<file path="config.mk">
export PLATFORM = sky130hd
export DESIGN_NAME = adc_burst_gain_result_control
export DESIGN_NICKNAME = d
export VERILOG_FILES = /design/src/adc_burst_pkg.sv /design/src/adc_burst_gain_result_control.sv
export SDC_FILE = /design/constraint.sdc
export NUM_CORES = 1
export LEC_CHECK = 0
export ABC_AREA = 1
export BUFFER_PORTS_ARGS = -buffer_cell sky130_fd_sc_hd__buf_4
export CAP_MARGIN = 20
export CORE_AREA = 8 8 120 122
export CTS_BUF_LIST = sky130_fd_sc_hd__clkbuf_4 sky130_fd_sc_hd__clkbuf_8
export CTS_CLUSTER_DIAMETER = 200
export DETAILED_ROUTE_END_ITERATION = 6
export DIE_AREA = 0 0 128 130
export SLEW_MARGIN = 25
export SYNTH_ARGS = -nofsm -noshare
export SYNTH_HDL_FRONTEND = slang
export SYNTH_SLANG_ARGS = --single-unit
</file>
<file path="constraint.sdc">
create_clock -name sys_clk -period 2.9 [get_ports sys_clk]
set_input_delay 0.435 -clock sys_clk [delete_from_list [all_inputs] [get_ports sys_clk]]
set_output_delay 0.435 -clock sys_clk [all_outputs]
set_load 0.005 [all_outputs]
</file>
<file path="src/adc_burst_pkg.sv">
// Constants, types and register map of the burst/gain/result converter control
package adc_burst_pkg;

    localparam int unsigned SYS_CLK_HZ   = 50_000_000;
    localparam int unsigned BURST_CLK_HZ = 25_000_000;
    localparam int unsigned BURST_DIV    = SYS_CLK_HZ / BURST_CLK_HZ;

    localparam logic [7:0] ADDR_RESULT_LOW  = 8'hBD;
    localparam logic [7:0] ADDR_RESULT_HIGH = 8'hBE;
    localparam logic [7:0] RESET_RESULT     = 8'h00;

    localparam logic [7:0] GAIN_ADDR_COARSE = 8'h04;
    localparam logic [7:0] GAIN_ADDR_FINE   = 8'h07;
    localparam logic [7:0] GAIN_ADDR_EXTRA  = 8'h08;
    localparam logic [7:0] GAIN_COARSE_RST  = 8'h00;
    localparam logic [3:0] GAIN_FINE_RST    = 4'h0;
    localparam int unsigned GAIN_FINE_LSB   = 4;
    localparam int unsigned GAIN_ADD_BIT    = 0;

    localparam logic [7:0] TRACK_TICKS  = 8'h03;
    localparam logic [7:0] POWERUP_UNIT = 8'h08;

    localparam logic [1:0] RPT_1  = 2'h0;
    localparam logic [1:0] RPT_4  = 2'h1;
    localparam logic [1:0] RPT_8  = 2'h2;
    localparam logic [1:0] RPT_16 = 2'h3;

    typedef struct packed {
        logic [7:0] coarse;
        logic [3:0] fine;
        logic       offset_add;
    } gain_t;

    typedef struct packed {
        logic        power_on;
        logic        track;
        logic        convert;
    } core_ctrl_t;

endpackage : adc_burst_pkg

</file>
<file path="src/adc_burst_gain_result_control.sv">
// Converter sequencing, gain access and result formatting
`timescale 1ns/1ps
module adc_burst_gain_result_control
    import adc_burst_pkg::*;
(
    input  wire logic       sys_clk,
    input  wire logic       rst_b,
    input  wire logic [7:0] sfr_addr,
    input  wire logic [7:0] sfr_wdata,
    input  wire logic       sfr_wr,
    output logic      [7:0] sfr_rdata,
    input  wire logic       burst_mode_on,
    input  wire logic       converter_power_keep,
    input  wire logic [4:0] powerup_delay_field,
    input  wire logic [1:0] repeat_count_field,
    input  wire logic       left_justify_select,
    input  wire logic       gain_access_enable,
    input  wire logic       convert_start,
    input  wire logic       done_clear,
    output logic            conversion_busy_bit,
    output logic            conversion_done_flag,
    output core_ctrl_t      core_ctrl,
    input  wire logic       core_done,
    input  wire logic [11:0] core_data,
    output gain_t           gain_out
);

    // ==========================================================
    // Burst clock enable
    // ==========================================================
    typedef enum logic [2:0] {S_IDLE, S_POWERUP, S_TRACK, S_CONVERT, S_WAIT} state_t;

    state_t      state_q;
    logic [$clog2(BURST_DIV+1)-1:0] div_q;
    logic        tick;
    logic [8:0]  wait_q;
    logic [4:0]  count_q;
    logic [4:0]  total;
    logic [15:0] acc_q;
    logic [15:0] result_q;
    logic        powered_q;
    logic        last_conv;
    logic        seq_done;
    logic [7:0]  gain_ptr_q;
    logic        gain_wr;
    logic [7:0]  coarse_q;
    logic [3:0]  fine_q;
    logic        offset_add_q;
    logic [7:0]  high_mask;
    logic [7:0]  fmt_high;
    logic [7:0]  fmt_low;

    // Two system cycles per burst tick
    assign tick = (div_q == '0);

    always_ff @(posedge sys_clk or negedge rst_b)
    begin
        if (!rst_b)
            div_q <= '0;
        else if (div_q == ($clog2(BURST_DIV+1))'(BURST_DIV - 1))
            div_q <= '0;
        else
            div_q <= div_q + 1'b1;
    end

    // ==========================================================
    // Repeat count
    // ==========================================================
    always_comb
    begin
        unique case (repeat_count_field)
            RPT_1:   total = 5'h01;
            RPT_4:   total = 5'h04;
            RPT_8:   total = 5'h08;
            RPT_16:  total = 5'h10;
        endcase
    end

    // Also ends a sequence whose repeat code shrank midway
    assign last_conv = (count_q + 5'h01 >= total);
    assign seq_done  = (state_q == S_WAIT) && core_done && last_conv;

    // ==========================================================
    // Sequencer
    // ==========================================================
    always_ff @(posedge sys_clk or negedge rst_b)
    begin
        if (!rst_b)
        begin
            state_q <= S_IDLE;
            wait_q  <= '0;
        end
        else
        begin
            unique case (state_q)
                S_IDLE:
                begin
                    // Outside burst a powered-off converter would never answer
                    if (convert_start && (burst_mode_on || powered_q))
                    begin
                        if (burst_mode_on && !powered_q)
                        begin
                            state_q <= S_POWERUP;
                            wait_q  <= 9'({powerup_delay_field, 3'h0}) + 9'(POWERUP_UNIT);
                        end
                        else
                        begin
                            state_q <= S_TRACK;
                            wait_q  <= 9'(TRACK_TICKS);
                        end
                    end
                end
                S_POWERUP, S_TRACK:
                begin
                    if (tick)
                    begin
                        if (wait_q == 9'h001)
                        begin
                            if (state_q == S_POWERUP)
                            begin
                                state_q <= S_TRACK;
                                wait_q  <= 9'(TRACK_TICKS);
                            end
                            else
                                state_q <= S_CONVERT;
                        end
                        else
                            wait_q <= wait_q - 9'h001;
                    end
                end
                S_CONVERT:
                    state_q <= S_WAIT;
                S_WAIT:
                begin
                    if (core_done)
                    begin
                        if (burst_mode_on && !last_conv)
                        begin
                            state_q <= S_TRACK;
                            wait_q  <= 9'(TRACK_TICKS);
                        end
                        else
                            state_q <= S_IDLE;
                    end
                end
                // Illegal codes fall back to idle
                default:
                    state_q <= S_IDLE;
            endcase
        end
    end

    // ==========================================================
    // Converter power
    // ==========================================================
    always_ff @(posedge sys_clk or negedge rst_b)
    begin
        if (!rst_b)
            powered_q <= 1'b0;
        else if (!burst_mode_on)
            powered_q <= converter_power_keep;
        else if (state_q == S_POWERUP)
            powered_q <= 1'b1;
        else if (state_q == S_IDLE && !convert_start)
            powered_q <= converter_power_keep;
    end

    always_comb
    begin
        core_ctrl.power_on = powered_q;
        core_ctrl.track    = (state_q == S_TRACK);
        core_ctrl.convert  = (state_q == S_CONVERT);
    end

    // ==========================================================
    // Sequence counter
    // ==========================================================
    // Kept across idle so that normal mode sums one start at a time
    always_ff @(posedge sys_clk or negedge rst_b)
    begin
        if (!rst_b)
            count_q <= '0;
        else if (state_q == S_WAIT && core_done)
            count_q <= last_conv ? 5'h00 : count_q + 5'h01;
    end

    // ==========================================================
    // Accumulation and result
    // ==========================================================
    always_ff @(posedge sys_clk or negedge rst_b)
    begin
        if (!rst_b)
            acc_q <= '0;
        else if (state_q == S_IDLE && convert_start && count_q == '0)
            acc_q <= '0;
        else if (state_q == S_WAIT && core_done)
            acc_q <= acc_q + 16'(core_data);
    end

    // Final sample joins the sum as it arrives
    always_ff @(posedge sys_clk or negedge rst_b)
    begin
        if (!rst_b)
            result_q <= '0;
        else if (seq_done)
            result_q <= acc_q + 16'(core_data);
    end

    always_ff @(posedge sys_clk or negedge rst_b)
    begin
        if (!rst_b)
            conversion_done_flag <= 1'b0;
        // Set wins over a clear in the same cycle
        else if (seq_done)
            conversion_done_flag <= 1'b1;
        else if (done_clear)
            conversion_done_flag <= 1'b0;
    end

    assign conversion_busy_bit = (state_q != S_IDLE);

    // ==========================================================
    // Output formatting
    // ==========================================================
    always_comb
    begin
        unique case (repeat_count_field)
            RPT_1:   high_mask = 8'h0F;
            RPT_4:   high_mask = 8'h1F;
            RPT_8:   high_mask = 8'h3F;
            RPT_16:  high_mask = 8'hFF;
        endcase
        if (left_justify_select)
        begin
            fmt_high = result_q[11:4];
            fmt_low  = {result_q[3:0], 4'h0};
        end
        else
        begin
            fmt_high = result_q[15:8] & high_mask;
            fmt_low  = result_q[7:0];
        end
    end

    // ==========================================================
    // Indirect gain access
    // ==========================================================
    // Pointer moves only while gain access is on
    always_ff @(posedge sys_clk or negedge rst_b)
    begin
        if (!rst_b)
            gain_ptr_q <= RESET_RESULT;
        else if (sfr_wr && gain_access_enable && sfr_addr == ADDR_RESULT_HIGH)
            gain_ptr_q <= sfr_wdata;
    end

    assign gain_wr = sfr_wr && gain_access_enable && (sfr_addr == ADDR_RESULT_LOW);

    always_ff @(posedge sys_clk or negedge rst_b)
    begin
        if (!rst_b)
            coarse_q <= GAIN_COARSE_RST;
        else if (gain_wr && gain_ptr_q == GAIN_ADDR_COARSE)
            coarse_q <= sfr_wdata;
    end

    always_ff @(posedge sys_clk or negedge rst_b)
    begin
        if (!rst_b)
            fine_q <= GAIN_FINE_RST;
        else if (gain_wr && gain_ptr_q == GAIN_ADDR_FINE)
            fine_q <= sfr_wdata[GAIN_FINE_LSB +: 4];
    end

    always_ff @(posedge sys_clk or negedge rst_b)
    begin
        if (!rst_b)
            offset_add_q <= 1'b0;
        else if (gain_wr && gain_ptr_q == GAIN_ADDR_EXTRA)
            offset_add_q <= sfr_wdata[GAIN_ADD_BIT];
    end

    assign gain_out = {coarse_q, fine_q, offset_add_q};

    // ==========================================================
    // Register read
    // ==========================================================
    always_comb
    begin
        sfr_rdata = 8'h00;
        if (sfr_addr == ADDR_RESULT_HIGH)
            sfr_rdata = gain_access_enable ? gain_ptr_q : fmt_high;
        else if (sfr_addr == ADDR_RESULT_LOW)
            sfr_rdata = gain_access_enable ? 8'h00 : fmt_low;
    end

endmodule : adc_burst_gain_result_control

</file>
# ---- Yosys cells after proc, flatten, opt, wreduce, memory -nomap -nowiden
# Index checks and enable logic that the tools add are counted.
dict set report word_totals {
  register_bits 74
  latch_bits 0
  mem_bits_rw 0
  rom_bits 0
  inputBits 45
  word_cells 102
  n_memories 0
}
dict set report classes {
  add_sub_neg 5
  multipliers 0
  div 0
  order_cmp 1
  eq_ne 21
  n_shift 0
  muxes 33
  n_bitwise 1
  n_reduce_logical 29
}
# op count
set ops {}
lappend ops {{9-bit two-way mux} 7}
lappend ops {{8-bit two-way mux} 6}
lappend ops {{16-bit two-way mux} 2}
lappend ops {{8-bit one-hot mux with 4 select lines} 1}
lappend ops {{9-bit one-hot mux with 3 select lines} 1}
lappend ops {{5-bit one-hot mux with 4 select lines} 1}
lappend ops {{16-bit by 12-bit adder with 16-bit output} 1}
lappend ops {{8-bit by 3-bit == test with 1-bit output (second input constant)} 2}
lappend ops {{8-bit == test (second input constant)} 2}
lappend ops {{1-bit logical AND} 14}
lappend ops {{3-bit two-way mux} 4}
lappend ops {{3-bit one-hot mux with 4 select lines} 1}
lappend ops {{8-bit by 4-bit adder with 9-bit output (second input constant)} 1}
lappend ops {{9-bit by 1-bit == test with 1-bit output (second input constant)} 1}
lappend ops {{9-bit by 1-bit subtractor with 9-bit output (second input constant)} 1}
lappend ops {{8-bit bitwise AND} 1}
lappend ops {{8-bit by 4-bit == test with 1-bit output (second input constant)} 1}
lappend ops {{2-bit inequality test (second input constant)} 4}
lappend ops {{3-bit by 2-bit == test with 1-bit output (second input constant)} 2}
lappend ops {{1-bit two-way mux} 6}
lappend ops {{2-bit two-way mux} 3}
lappend ops {{6-bit AND reduction} 1}
lappend ops {{3-bit nonzero test} 2}
lappend ops {{5-bit by 1-bit adder with 5-bit output (second input constant)} 1}
lappend ops {{other kinds (18)} 24}

# ---- Longest topological paths before layout
dict set report depth {
  word_depth 8
  ltp_mapped 13
  depth_no_buf 12
}

# ---- Least setup slack after synthesis
# OpenSTA, ideal clock, no wires.
dict set report synth_timing {
  path_type {register -> register}
  startpoint {register count_q[0]}
  endpoint {register result_q[12]}
  arrival_ns 1.998
  required_ns 2.783
  setup_slack_ns 0.784
  path_stages_with_launch 13
  synth_period_minus_slack_ns 2.116
  cell_sequence {dfrtp_1 ha_1 nand3_1 xor2_1 ha_1 a21o_1 nor2_1 nand2_1 nand2_2 inv_2 buf_4 nand3_1 nand2_1}
}
dict set report synth_between {
  elab_chain_len 3
}
# element line
set synth_lines {}
lappend synth_lines {{from (decl)} adc_burst_gain_result_control.sv:37} ;# logic [4:0] count_q;
lappend synth_lines {{from (signal assigned)} adc_burst_gain_result_control.sv:184} ;# count_q <= last_conv ? 5'h00 : count_q + 5'h01;
lappend synth_lines {{5-bit by 1-bit adder with 5-bit output} adc_burst_gain_result_control.sv:80} ;# assign last_conv = (count_q + 5'h01 >= total);
lappend synth_lines {{5-bit greater-or-equal comparator} adc_burst_gain_result_control.sv:80}
lappend synth_lines {{1-bit logical AND} adc_burst_gain_result_control.sv:81} ;# assign seq_done = (state_q == S_WAIT) && core_done && last_conv;
lappend synth_lines {{to (signal assigned)} adc_burst_gain_result_control.sv:206} ;# result_q <= acc_q + 16'(core_data);
lappend synth_lines {{to (decl)} adc_burst_gain_result_control.sv:40} ;# logic [15:0] result_q;
# Every way passes these cells.
# A chain may end at the register's enable or synchronous reset.

# ---- Worst setup path after layout
dict set report layout_timing {
  startpoint {register count_q[0]}
  endpoint {register result_q[5]}
}
# Same word-level chain as after synthesis.

==> results.md <==
- The flow ran to the end, and the final reports show no timing, DRC or antenna violations.
- The final worst-path cycle share is between 80% and 90%.
- The tool flagged a number of max-cap violations equal to 0.
- slightly above 70 I/O pins were placed.
- Setup slack on the worst reg-to-reg path comes out at approximately 0.46 ns.
- The number of vias per cell after detailed routing is 4.817.
- The startpoint type of the worst setup path is a flip-flop.
- The routed wire length per instance is 13.44 um.
- The number of buffers inserted to repair setup after CTS is 0.
- The initial standard-cell utilization of the core is about two fifths.
- The final-layout fill cell count is between 1000 and 1500.
- The fmax is between 400 and 500 MHz.
- The leading cell type in the layout, fill and taps excluded is nand2_1.
- The final wirelength is between 10 and 15 mm.
- The power density relative to cell area is 822.1 nW/um2.
- For this design, the CTS-stage hold fixing added 0 buffers.
- After detailed routing, the number of remaining DRC violations is 0.
- The worst pin sits at a relative slew slack of between 50% and 60%.
- The required time of the worst setup path is 3.15 ns.
- The share of post-route cells with drive strength above 1 is 15.75%.
- In the layout the commonest cells are nand2_1 (230), inv_1 (96), dfrtp_1 (74), buf_4 (71), nand3_1 (67).
- The path class of the tightest hold or removal check is in2async.
- The remaining global-route overflow is 0.
- In the post-synthesis netlist, the biggest area contributors are dfrtp_1 (38%), nand2_1 (18%), inv_1 (7.4%), nand3_1 (6.9%), ha_1 (5.4%).
- The maximum clock path buffer count is 2.
- The number of DRC violations after detailed-routing iteration 0 is roughly 280.
- The met2 track demand over resource in global routing is around a quarter.
- The repair_antennas step left the layout with diodes totalling 0.
- The count of nets left with antenna violations once routing finished came out at 0.
- The global routing met1 resource utilization is 21.31%.
- The number of clock buffers added by TritonCTS is 9.
- The count of H-tree levels built during CTS is 3.
- The startpoint of the lowest-slack register-to-register path is count_q[0].
- The estimated wirelength of the detail-placed design is approximately 10 mm.
- The routed via count is about 4500.
- Synthesis produced a netlist whose cell count is slightly below 700.
- Summing every instance area after synthesis gives 4878 um2.
- The worst slack on hold paths is roughly 0.067 ns.
- The number of nets in the synthesized netlist is between 700 and 800.
- The clock period could shrink to about 2.4 ns.
- Summed over all instances, the cell type with the most area after synthesis is dfrtp_1.
- Along the worst path, the maximum fanout reaches 19.
- Setup repair after global routing left no endpoint under its margin.
- The tree is rooted in a clkbuf_8.
- Gates resized during post-CTS repair numbered 0.
- The number of antenna violations at the first check in global routing is 0.
- Sequential elements use 37.96% of the synthesized area.
- In this run, distinct cell masters in the synthesized netlist total 41.
- The worst setup path is captured at a flip-flop.
- The clock sink count is 74.
- The number of warnings printed during yosys synthesis is 0.
- The layout overhead on the synthesized area is 18.31%.
- Including well taps, the total number of placed cells is roughly 920.
- Global routing consumed, over all layers together, around 16% of the routing resources.
- The die boundary width is between 100 and 150 um.
- For met3 alone, demand over resource in global routing was under 10%.
- At the pin with the least slew margin, the transition time is 0.6970 ns.
- For this design the static power due to leakage is between 3 and 4 nW.
- The arrival time reported for the critical path endpoint is 2.69 ns.
- The largest voltage drop on the vdd net is ~510 uV.
- The count of nets after finishing is slightly above 800.
- The post-layout instance count excluding filler cells is 934.
- The die span in y is approximately 130 um.
- Adding up every negative setup slack in the final design gives 0 ns.
- In this run, synthesis produced a sequential element count of 74.
- The critical path is of the reg2reg type.
- The most crowded layer after global routing is met2.
- The first global-routing pass estimated approximately 21 mm of wire.
- The clock latency reported for the late side of the worst-skew pair is 0.37 ns.
- The endpoint identified for the worst register-to-register timing path is result_q[5].
- After floorplanning, the core was sized to cover approximately 12000 um2.
- The CTS tree is done.
- The die area is between 15000 and 20000 um2.
- Setup violations remaining at the end of the flow were counted as 0.
- Entering global routing, the biggest net connects 75 pins.
- Counting cells, the worst reg-to-reg path comes to 11.
- The last weighted congestion value of the routability-driven placer is 0.8702.
- The hold violation total from the final report is 0.
- Before antenna repair, the detailed router went through 5 iterations.
- The clock-pin slew on the worst setup and hold paths is 0.09 ns.
- Across the routed clock network, the largest skew measured is ~0.012 ns.
- A synthesized cell averages 7.111 um2.
- The portion of synthesized cell area occupied by the leading cell type is between 30% and 40%.
- The via count of the first global-routing pass was ~4400.
- The number of port buffers is 70.
- The final count of pins violating max slew was 0.
- The placement row count is about 40.
## Yosys cell counts
library cell / number
a21boi_0: 1
a21o_1: 1
a21oi_1: 20
a22o_1: 3
and2_1: 1
buf_1: 1
buf_2: 4
buf_4: 3
buf_6: 1
clkbuf_1: 3
dfrtp_1: 74
fa_1: 1
ha_1: 21
inv_1: 96
inv_2: 4
nand2_1: 230
nand2_2: 5
nand3_1: 67
nand3_2: 3
nand3_4: 1
nand3b_1: 4
nand4_1: 8
nand4_4: 1
nor2_1: 43
nor2_2: 2
nor2_4: 2
nor3_1: 5
nor3_2: 1
nor3_4: 1
nor3b_2: 1
nor4_4: 1
o211ai_1: 3
o21ai_0: 43
o21ai_2: 8
o21bai_1: 2
o221ai_1: 1
o22ai_1: 3
or2_1: 1
or2_2: 2
xnor2_1: 3
xor2_1: 11
## kinds of logic after synthesis
group / share of synthesized area (%)
AO/OA/AOI/OAI: 10.08
XOR/XNOR: 2.514
adder cells (fa/ha/maj): 5.796
buffers and inverters: 9.105
flip-flops: 37.96
AND/OR/NAND/NOR: 34.55
## worst max-delay path, stage by stage, from the launching register on
cell	delay (ns)
dfrtp_1	0.42
ha_1	0.24
nand3_1	0.10
xor2_1	0.20
ha_1	0.28
a21o_1	0.16
nor2_1	0.16
nand2_1	0.12
nand2_2	0.25
inv_2	0.20
nand2_1	0.11
o21ai_0	0.08
## sequential cells by signal, indices dropped and copies added, names as in the netlist, 2 cells and up
signal      flops
acc_q          16
result_q       16
wait_q          9
coarse_q        8
gain_ptr_q      8
count_q         5
fine_q          4
state_q         3
div_q           2
## worst max path at each step
| stage | start | to | slack [ns] | cells after the start |
|---|---|---|---|---|
| after floorplan | count_q[0] | result_q[12] | 0.78 | 12 |
| after global placement | count_q[0] | result_q[5] | 0.57 | 11 |
| after detailed placement | count_q[0] | result_q[5] | 0.47 | 11 |
| after CTS | count_q[0] | result_q[5] | 0.46 | 11 |
| after global routing | count_q[0] | result_q[6] | 0.21 | 11 |
| final | count_q[0] | result_q[5] | 0.46 | 11 |
## power by group
group          switching [W]  internal, W  leakage [nW]
clock               0.000444     0.000403        0.0921
sequential          0.000239      0.00134         0.961
combinational        0.00150     0.000816          2.05
## through the flow
stage / cell area (um2) / power (W) / worst slack, ns / utilization, %
floorplan: 4878 / 0.003266 / 0.7840 / -
detailed placement: 5565 / 0.003927 / 0.4702 / 44.83
global placement: 5565 / 0.003886 / 0.5728 / 44.83
global route: 5772 / 0.005230 / 0.2136 / 46.49
finish: 5772 / 0.004745 / 0.4602 / 46.49
CTS: 5768 / 0.004795 / 0.4552 / 46.46
## routing by layer
layer	part of all wire, %	vias up
met4	1.3	0
met3	4.6	10
met2	45	93
met5	0	-
met1	49	2067
li1	-	2329
## final cells by class
type	count	area (um2)	area share, %
timing repair buffer	72	544.3	9.430
multi-input combinational	500	2582	44.74
tap	172	215.2	3.729
sequential	74	1852	32.08
clock buffer	9	123.9	2.146
inverter	100	375.4	6.503
clock inverter	7	78.83	1.366
Power figures use the tool's default switching activity.
